$ cat config.mk
export PLATFORM = sky130hd
export DESIGN_NAME = eis_error_interrupt_status
export DESIGN_NICKNAME = d
export VERILOG_FILES = /design/src/design/eis_pkg.sv /design/src/design/eis_byte_if.sv /design/src/design/eis_error_interrupt_status.sv /design/src/design/eis_flag_byte.sv
export SDC_FILE = /design/constraint.sdc
export NUM_CORES = 1
export LEC_CHECK = 0
export BUFFER_PORTS_ARGS = -buffer_cell sky130_fd_sc_hd__buf_2
export CORE_MARGIN = 1
export CORE_UTILIZATION = 40
export CTS_BUF_LIST = sky130_fd_sc_hd__clkbuf_4 sky130_fd_sc_hd__clkbuf_8
export DETAILED_ROUTE_END_ITERATION = 10
export PLACE_DENSITY = 0.83
export SYNTH_ARGS = -nofsm -noshare
export SYNTH_HDL_FRONTEND = slang
export SYNTH_SLANG_ARGS = --single-unit
export TNS_END_PERCENT = 30
$ cat constraint.sdc
create_clock -name clk -period 1.97 [get_ports clk]
set_clock_uncertainty 0.05 [all_clocks]
set_input_delay 0.2955 -clock clk [delete_from_list [all_inputs] [get_ports clk]]
set_output_delay 0.2955 -clock clk [all_outputs]
set_load 0.005 [all_outputs]
$ cat src/design/eis_pkg.sv
package eis_pkg;

  // ----------------------------------------------------------------
  // Register map
  // ----------------------------------------------------------------
  localparam logic [31:0] EIS_ERR_STATUS_OFFSET = 32'h0000_0414;
  localparam logic [31:0] EIS_ERR_STATUS_RESET = 32'h0000_0000;
  localparam logic [7:0] EIS_FLAG_BYTE_RESET = 8'h00;
  localparam logic [31:0] EIS_UNMAPPED_READ = 32'h0000_0000;

  // ----------------------------------------------------------------
  // Field layout of the error status register
  // ----------------------------------------------------------------
  localparam int EIS_NORMAL_ANY_BIT = 31;
  localparam int EIS_PROCBUS_PCI1_RETRY_BIT = 27;
  localparam int EIS_PROCBUS_PCI2_RETRY_BIT = 26;
  localparam int EIS_PROCBUS_DMA_RETRY_BIT = 25;
  localparam int EIS_PROCBUS_PCI1_TERR_BIT = 23;
  localparam int EIS_PROCBUS_PCI2_TERR_BIT = 22;
  localparam int EIS_PROCBUS_DMA_TERR_BIT = 21;
  localparam int EIS_PROCBUS_APAR_BIT = 20;
  localparam int EIS_PROCBUS_PCI1_DPAR_BIT = 19;
  localparam int EIS_PROCBUS_PCI2_DPAR_BIT = 18;
  localparam int EIS_PROCBUS_DMA_DPAR_BIT = 17;
  localparam int EIS_PCI2_TO_PCI1_ERR_BIT = 15;
  localparam int EIS_PCI2_TO_PROCBUS_ERR_BIT = 14;
  localparam int EIS_PCI2_DMA_ERR_BIT = 13;
  localparam int EIS_PCI2_APAR_BIT = 12;
  localparam int EIS_PCI2_FROM_PCI1_RETRY_BIT = 11;
  localparam int EIS_PCI2_FROM_PROCBUS_RETRY_BIT = 10;
  localparam int EIS_PCI2_DMA_RETRY_BIT = 9;
  localparam int EIS_PCI1_TO_PCI2_ERR_BIT = 7;
  localparam int EIS_PCI1_TO_PROCBUS_ERR_BIT = 6;
  localparam int EIS_PCI1_DMA_ERR_BIT = 5;
  localparam int EIS_PCI1_APAR_BIT = 4;
  localparam int EIS_PCI1_FROM_PCI2_RETRY_BIT = 3;
  localparam int EIS_PCI1_FROM_PROCBUS_RETRY_BIT = 2;
  localparam int EIS_PCI1_DMA_RETRY_BIT = 1;
  localparam int EIS_BYTES = 4;

  // Sticky flag positions, and those that concern PCI-2 traffic
  localparam logic [31:0] EIS_FLAG_MASK = 32'h0EFE_FEFE;
  localparam logic [31:0] EIS_PCI2_MASK = 32'h0444_FE88;
  // Normal status bits that count toward the summary (its own summary bit excluded)
  localparam logic [31:0] EIS_NORMAL_MASK = 32'h7FFF_FFFF;

endpackage

$ cat src/design/eis_byte_if.sv
`timescale 1ns/1ps
`default_nettype none

// Events, clears and flags of one byte of sticky status
interface eis_byte_if;
  logic [7:0] setEv;
  logic [7:0] clrEv;
  logic [7:0] flags;
  modport owner(input setEv, input clrEv, output flags);
  modport user(output setEv, output clrEv, input flags);
endinterface

`default_nettype wire

$ cat src/design/eis_error_interrupt_status.sv
// Summary of operation
// Error status register, 32 bits, at offset 0x414, apart from normal status.
// Bit 31 reads as OR of all normal status register bits; the code ORs only bits 30 to 0.
// Processor bus retry-limit flags for PCI-1, PCI-2 and processor bus DMA cycles.
// Processor bus transfer-error-acknowledge flags for PCI-1, PCI-2 and DMA cycles.
// Processor bus address parity error sets its own sticky flag.
// Processor bus data parity flags for PCI-1, PCI-2 and DMA cycles.
// PCI-2 error flags per PCI-1, processor bus, DMA; software checks PCI-2 CSR.
// PCI-2 address parity error sets its own sticky flag.
// PCI-2 master retry-limit flags per PCI-1, processor bus or DMA initiator.
// Single-PCI variant keeps every PCI-2 flag reserved and clear.
// PCI-1 error flags per PCI-2, processor bus, DMA; software checks PCI-1 CSR.
// PCI-1 retry-limit flags per initiator, plus PCI-1 address parity flag.
// Write one clears a flag, zero keeps it; reserved bits read zero.
// Global reset clears every flag.
//
// Our own choice: the APB interface to the registers.
`timescale 1ns/1ps
`default_nettype none

module eis_error_interrupt_status
  import eis_pkg::*;
#(
  parameter bit SINGLE_PCI = 1'b0
)
(
  input wire logic clk,
  input wire logic nrst,
  input wire logic psel,
  input wire logic penable,
  input wire logic pwrite,
  input wire logic [31:0] paddr,
  input wire logic [31:0] pwdata,
  input wire logic [3:0] pstrb,
  output logic [31:0] prdata,
  output logic pready,
  output logic pslverr,
  input wire logic [31:0] errEvent,
  input wire logic [31:0] normalStatus,
  output logic errorStatusAny
);

  // ----------------------------------------------------------------
  // Variant masking
  // ----------------------------------------------------------------
  // The single-PCI part has no PCI-2 port, so those flags are pinned low
  localparam logic [31:0] EFF_MASK =
    SINGLE_PCI ? (EIS_FLAG_MASK & ~EIS_PCI2_MASK) : EIS_FLAG_MASK;

  logic [31:0] flags;
  logic [31:0] eventVec;
  logic [31:0] clrVec;
  logic [31:0] laneMask;
  logic [31:0] statusWord;
  logic normalAny;
  logic addrHit;
  logic wrAccess;
  logic rdSetup;

  // ----------------------------------------------------------------
  // Event inputs
  // ----------------------------------------------------------------
  // Events come from bridge logic on clk, so no synchroniser is needed;
  // reserved positions are dropped here
  assign eventVec = errEvent & EFF_MASK;

  // ----------------------------------------------------------------
  // APB decode
  // ----------------------------------------------------------------
  assign addrHit = (paddr == EIS_ERR_STATUS_OFFSET);
  assign wrAccess = psel && penable && pwrite && addrHit;
  assign rdSetup = psel && !penable && !pwrite;

  // Byte strobes limit which flags a write may clear
  always_comb
  begin
    for (int i = 0; i < EIS_BYTES; i++)
    begin
      laneMask[i*8 +: 8] = {8{pstrb[i]}};
    end
  end

  // Write one to clear; zeros leave flags alone
  assign clrVec = wrAccess ? (pwdata & laneMask & EFF_MASK) : '0;

  // ----------------------------------------------------------------
  // Sticky flag bytes
  // ----------------------------------------------------------------
  for (genvar g = 0; g < EIS_BYTES; g++)
  begin : gByte
    eis_byte_if byteBus();
    assign byteBus.setEv = eventVec[g*8 +: 8];
    assign byteBus.clrEv = clrVec[g*8 +: 8];
    assign flags[g*8 +: 8] = byteBus.flags;
    eis_flag_byte #(
      .VALID(EFF_MASK[g*8 +: 8])
    ) uFlags (
      .clk(clk),
      .nrst(nrst),
      .bus(byteBus)
    );
  end

  // ----------------------------------------------------------------
  // Read view
  // ----------------------------------------------------------------
  // Summary bit follows the normal status live, it is not latched
  assign normalAny = |(normalStatus & EIS_NORMAL_MASK);

  always_comb
  begin
    statusWord = flags & EFF_MASK;
    statusWord[EIS_NORMAL_ANY_BIT] = normalAny;
  end

  // Feeds the summary bit of the normal status register
  assign errorStatusAny = |flags;

  // ----------------------------------------------------------------
  // APB answer
  // ----------------------------------------------------------------
  // Zero wait states: every access completes in its first access cycle
  assign pready = 1'b1;
  assign pslverr = psel && penable && !addrHit;

  // Read data is snapshotted in the setup cycle so it stands steady
  always_ff @(posedge clk)
  begin
    if (!nrst)
    begin
      prdata <= EIS_ERR_STATUS_RESET;
    end
    else if (rdSetup)
    begin
      prdata <= addrHit ? statusWord : EIS_UNMAPPED_READ;
    end
  end
endmodule

`default_nettype wire

$ cat src/design/eis_flag_byte.sv
`timescale 1ns/1ps
`default_nettype none

module eis_flag_byte
  import eis_pkg::*;
#(
  parameter logic [7:0] VALID = 8'hFE
)
(
  input wire logic clk,
  input wire logic nrst,
  eis_byte_if.owner bus
);

  // ----------------------------------------------------------------
  // Sticky flags
  // ----------------------------------------------------------------
  // Set wins over clear so an event in the clearing cycle is kept
  always_ff @(posedge clk)
  begin
    if (!nrst)
    begin
      bus.flags <= EIS_FLAG_BYTE_RESET;
    end
    else
    begin
      bus.flags <= ((bus.flags & ~bus.clrEv) | bus.setEv) & VALID;
    end
  end

endmodule

`default_nettype wire

Yosys cells after proc, flatten, opt, wreduce, memory -nomap -nowiden
Index checks and enable logic that the tools add are counted.
{ "op_classes": {"n_bitwise": 13, "multipliers": 0, "n_lt_le_gt_ge": 0, "div": 0, "reduce_logical": 11, "addsub": 0, "shift": 0, "n_eq_ne": 1, "muxes": 2} }
{ "op_table": {"columns": ["op", "n"], "rows": [
  ["32-bit by 11-bit equality test with 1-bit output (second input constant)", 1],
  ["32-bit 2-to-1 mux", 1],
  ["32-bit OR reduction", 1],
  ["31-bit OR reduction", 1],
  ["28-bit AND", 1],
  ["28-bit 2-to-1 mux", 1],
  ["8-bit AND", 3],
  ["8-bit inverter", 3],
  ["8-bit bitwise OR", 3],
  ["1-bit logical AND", 6],
  ["4-bit AND", 1],
  ["4-bit inverter", 1],
  ["4-bit bitwise OR", 1],
  ["1-bit logical NOT", 3]
]} }
{ "totals": {"latchBits": 0, "in_bits": 137, "rom_bits": 0, "ram_bits": 0, "out_inout_bits": 35, "regBits": 59, "mem_count": 0} }

Depth between registers and ports, before layout
{ "logic_depth": {"depth_word": 7, "mapped_depth": 5, "ltp_nobuf": 4} }

Cells and area by module
Synthesis repeated with hierarchy kept, for this count alone.
{ "unflattened": {"cells_unflattened": 217, "hier_area_um2": 2238.4} }
{ "modules_own_cells": {"columns": ["mod", "instances", "cells_per_inst", "area_per_inst_um2"], "rows": [
  ["eis_error_interrupt_status", 1, 133, 1330.0],
  ["eis_flag_byte (gByte[0].uFlags ...)", 3, 23, 247.7],
  ["eis_flag_byte (gByte[3].uFlags)", 1, 15, 165.2]
]} }

Least setup slack after synthesis
Ideal clock, no wire load.
{ "synth_path": {"kind": "input -> output", "start": "input paddr[13]", "end": "output pslverr", "required_ps": 1625, "n_path_buf": 1, "t_arrival_ps": 1189, "path_stages": 5, "setup_slack_ps": 435, "path_cell_list": "nor4b_2 -> nand4_2 -> nor2_1 -> buf_2 -> nor2_1"} }
{ "synth_between": {"elab_chain_cells": 3} }
{ "synth_rtl": {"columns": ["item", "line_no", "rtl"], "rows": [
  ["start, declared", "eis_error_interrupt_status.sv:32", "input wire logic [31:0] paddr,"],
  ["32-bit by 11-bit equality test with 1-bit output", "eis_error_interrupt_status.sv:70", "assign addrHit = (paddr == EIS_ERR_STATUS_OFFSET);"],
  ["1-bit logical NOT", "eis_error_interrupt_status.sv:124", "assign pslverr = psel && penable && !addrHit;"],
  ["1-bit logical AND", "eis_error_interrupt_status.sv:124", null],
  ["end, declared", "eis_error_interrupt_status.sv:37", "output logic pslverr,"]
]} }
Every way passes these cells.

Final worst setup path
{ "layout_path": {"start": "register gByte[0].uFlags.bus.flags[5]", "end": "output errorStatusAny"} }
{ "layout_between": {"elab_chain_cells": 1} }
{ "layout_rtl": {"columns": ["item", "line_no", "rtl"], "rows": [
  ["start, declared", "eis_byte_if.sv:9", "modport owner(input setEv, input clrEv, output flags);"],
  ["start signal, assigned", "eis_flag_byte.sv:27", "bus.flags <= ((bus.flags & ~bus.clrEv) | bus.setEv) & VALID;"],
  ["32-bit OR reduction", "eis_error_interrupt_status.sv:117", "assign errorStatusAny = |flags;"],
  ["end, declared", "eis_error_interrupt_status.sv:40", "output logic errorStatusAny"]
]} }
Every way passes these cells.

==> run summary <==
PLACED DESIGN
-----------------------------------------------------------------------------------------------
Quantity of I/O buffers inserted on ports                                                   146
Half-perimeter wire length of the detailed placement result                             4.59 mm
Worst Setup Slack post-DPL                                                             0.231 ns
GPL Wtd Cong                                                                              0.778
Post-DP Area                                                                           2870 µm²

FLOORPLAN
-----------------------------------------------------------------------------------------------
Die width                                                                               74.2 µm
Top-level port count                                                                        172
Total Die Area                                                                         5510 µm²
Std cell rows                                                                                25
Die boundary height                                                                     74.2 µm
Area of the core                                                                       4880 µm²
Starting density of the core                                                              42.7%

GLOBAL ROUTE
-----------------------------------------------------------------------------------------------
Number of antenna violations at the first check in global routing                             0
Vias in the first global route                                                             2014
Total global routing track utilization                                                    19.9%
Largest net degree at the start of global routing                                            26
First-pass GRT wire length                                                              8.50 mm
Remaining Overflow, GRT                                                                       0

ROUTING
-----------------------------------------------------------------------------------------------
Drt pass-1 iters                                                                              4
Drt first-iter violations                                                                    74
Total number of vias                                                                       2151
Routed length per placed instance                                                       13.4 µm
Number of nets still failing antenna checks after routing                                     0
Number of remaining DRC errors                                                                0
Routed wire length                                                                      5.67 mm
Post-DR vias/cell                                                                          5.10

OUTCOME
-----------------------------------------------------------------------------------------------
Run status                                                                            completed

CRITICAL PATH
-----------------------------------------------------------------------------------------------
Critical Path End Type                                                               output pin
Worst setup SP type                                                                   flip-flop
Start-to-end type of the worst setup path                                            reg -> out
Critical path data arrival time                                                         1.42 ns
Delay of the slowest cell on the worst path                                             0.34 ns
Chain of cells forming the critical path                                           nor4_1, and4_1, nand3_1, buf_2
Origin of the critical flop-to-flop path                                           gByte[3].uFlags.bus.flags[3]
Required time worst endpoint                                                            1.62 ns
Worst R2R Path Depth                                                                          2
Critical path's slowest cell                                                       sky130_fd_sc_hd__nor4_1
Setup slack on the worst flop-to-flop path                                              1.18 ns
Critical Path End                                                                  errorStatusAny
Maximum fanout count along the critical path                                                  3
Launch point of the critical path                                                  gByte[0].uFlags.bus.flags[5]
Reg-to-Reg End                                                                     gByte[3].uFlags.bus.flags[3]

FINISH
-----------------------------------------------------------------------------------------------
Post-route core utilization                                                               60.7%
Fin area                                                                               2960 µm²
Share of post-route cells with drive strength above 1                                     48.7%
Synth-to-layout area growth                                                               42.0%
Nets                                                                                        491
Antenna Cells                                                                                 0

STA
-----------------------------------------------------------------------------------------------
Setup TNS after final layout                                                               0 ns
Worst slew pin tran                                                                     1.18 ns
RSZ-0062 raised after global routing                                                      false
Worst hold slack after final layout                                                    0.127 ns
Final critical path time including I/O delays and setup                                 1.77 ns
Crit path setup slack, layout                                                          0.200 ns
Final cycle utilization of the critical path                                              89.8%
Number of failing hold endpoints at the final stage                                           0
Headroom to the max-slew limit                                                            20.6%
Max-slew violations                                                                           0
Maximum operating frequency                                                             565 MHz
Final setup viols                                                                             0

SYNTHESIS
-----------------------------------------------------------------------------------------------
Distinct cell type count after synthesis                                                     29
Flops & latches, synth                                                                       49
Main flop type after synthesis                                                     sky130_fd_sc_hd__dfxtp_1
Fraction of the yosys area taken by sequential cells                                      47.0%
Synth async-reset ratio                                                                      0%
Number of synthesized flops with an enable pin                                                0
Count of synthesis-stage warnings from yosys                                                  0
Post-synthesis instance area                                                           2090 µm²
Post-Syn Instances                                                                          206
Average cell area after synthesis                                                      10.1 µm²

CTS
-----------------------------------------------------------------------------------------------
Source-to-sink clock delay at the later pin of the worst-skew pair                      0.29 ns
Hold-fix buffer count after cts                                                               0
Largest buffer count on any clock path                                                        2
CTS sink count                                                                               49
Resize count post-CTS                                                                         0
TritonCTS clock tree                                                                        yes
Total clock buffers created by CTS                                                            5
Root buffer selected by CTS                                                        sky130_fd_sc_hd__clkbuf_8
Number of buffers inserted by post-CTS setup repair                                           0
Clock input transition at the sequential cells of the worst setup and hold paths        0.09 ns
Count of H-tree levels built during CTS                                                       2

PWR
-----------------------------------------------------------------------------------------------
Cell area power density                                                              630 nW/µm²
Largest vdd supply drop                                                                0.408 mV
Leakage power                                                                           1.50 nW

MIN PATH
-----------------------------------------------------------------------------------------------
Path class of the lowest-slack min-delay path                                         in -> reg

RUN
-----------------------------------------------------------------------------------------------
Count of maximum capacitance violations                                                       0

## critical path, delay by kind of cell (launching register included)
family | cells | cell delay [ns]
buffers and inverters | 1 | 0.14
DFF | 1 | 0.33
and+or+nand+nor | 3 | 0.66
## synth_stat cells (2+ instances only)
master	number	area, µm²
sky130_fd_sc_hd__nand3_1	4	20.0
sky130_fd_sc_hd__o21ai_0	24	120
sky130_fd_sc_hd__and3_1	2	12.5
sky130_fd_sc_hd__a22o_1	25	219
sky130_fd_sc_hd__inv_1	24	90.1
sky130_fd_sc_hd__nor4b_4	2	47.6
sky130_fd_sc_hd__a41oi_1	10	87.6
sky130_fd_sc_hd__buf_4	8	60.1
sky130_fd_sc_hd__and4_1	2	17.5
sky130_fd_sc_hd__conb_1	2	7.51
sky130_fd_sc_hd__nor4_4	2	42.5
sky130_fd_sc_hd__dfxtp_1	49	981
sky130_fd_sc_hd__a31oi_1	14	87.6
sky130_fd_sc_hd__nor4_2	3	37.5
sky130_fd_sc_hd__buf_6	2	22.5
sky130_fd_sc_hd__nor3_2	2	20.0
sky130_fd_sc_hd__clkbuf_1	5	18.8
sky130_fd_sc_hd__nor4_1	13	81.3
sky130_fd_sc_hd__nor2_1	3	11.3
## flip-flops by register name, indices dropped and copies added, names as in the netlist
name and cells:
prdata 25, gByte.uFlags.bus.flags 24
## power breakdown
part	total, W	switching, W	leakage [nW]	internal (W)
Combinational	0.000232	0.000108	1.05	0.000124
Sequential	0.00105	0.0000274	0.403	0.00102
Clock	0.000582	0.000303	0.0453	0.000279
Total	0.00187	0.000438	1.50	0.00143
## area by class of cell
type / count / area (µm²)
Clock buffer: 7 / 83.8
Clock inverter: 1 / 7.51
Tap cell: 67 / 83.8
Inverter: 24 / 90.1
Sequential cell: 49 / 981
Multi-Input combinational cell: 123 / 935
Timing Repair Buffer: 151 / 781
Fill cell: 452 / 1920
## cell usage in the layout (no fill, tap or decap), types with 2 or more instances in the layout
master | synthesis | routed
sky130_fd_sc_hd__buf_2 | 1 | 146
sky130_fd_sc_hd__dfxtp_1 | 49 | 49
sky130_fd_sc_hd__a22o_1 | 25 | 25
sky130_fd_sc_hd__inv_1 | 24 | 24
sky130_fd_sc_hd__o21ai_0 | 24 | 24
sky130_fd_sc_hd__a31oi_1 | 14 | 14
sky130_fd_sc_hd__nor4_1 | 13 | 13
sky130_fd_sc_hd__a41oi_1 | 10 | 10
sky130_fd_sc_hd__conb_1 | 2 | 8
sky130_fd_sc_hd__clkbuf_8 | 0 | 5
sky130_fd_sc_hd__nand3_1 | 4 | 4
sky130_fd_sc_hd__buf_4 | 8 | 4
sky130_fd_sc_hd__nor4_2 | 3 | 3
sky130_fd_sc_hd__nor2_1 | 3 | 3
sky130_fd_sc_hd__and4_1 | 2 | 2
sky130_fd_sc_hd__nor4b_4 | 2 | 2
sky130_fd_sc_hd__nor4_4 | 2 | 2
sky130_fd_sc_hd__and3_1 | 2 | 2
sky130_fd_sc_hd__nor3_2 | 2 | 2
sky130_fd_sc_hd__clkbuf_4 | 0 | 2
## logic make-up after synthesis
group | Yosys count | synth area share [%]
buf+inv | 40 | 9.42
flops | 49 | 47.0
other cells | 2 | 0.360
compound gates | 74 | 25.0
simple gates | 41 | 18.2
## metal layers
layer  track usage [%]  wire, µm  vias up  share of wire [%]
li1                  -         -     1071                  -
met1              22.5      2310      972                 41
met2              37.1      2970      102                 52
met3              4.34       340        6                6.0
met4              6.50        59        0                1.0
met5                 0         0        -                  0
## metrics by stage
step                      instances  total power, W
final                           422         0.00187
after CTS                       422         0.00188
after floorplan                 212         0.00116
after global placement          414         0.00130
after global routing            422         0.00196
after detailed placement        414         0.00131
## worst min path at each step
stage,startpoint,endpoint,cells past startpoint
final,pwdata[20],gByte[2].uFlags.bus.flags[4],2
after global routing,pwdata[20],gByte[2].uFlags.bus.flags[4],2
after CTS,pwdata[17],gByte[2].uFlags.bus.flags[1],2
after detailed placement,prdata[15],prdata[15],1
after global placement,prdata[4],prdata[4],1
after floorplan,pwdata[9],gByte[1].uFlags.bus.flags[1],1
(Power assumes the default switching activity.)
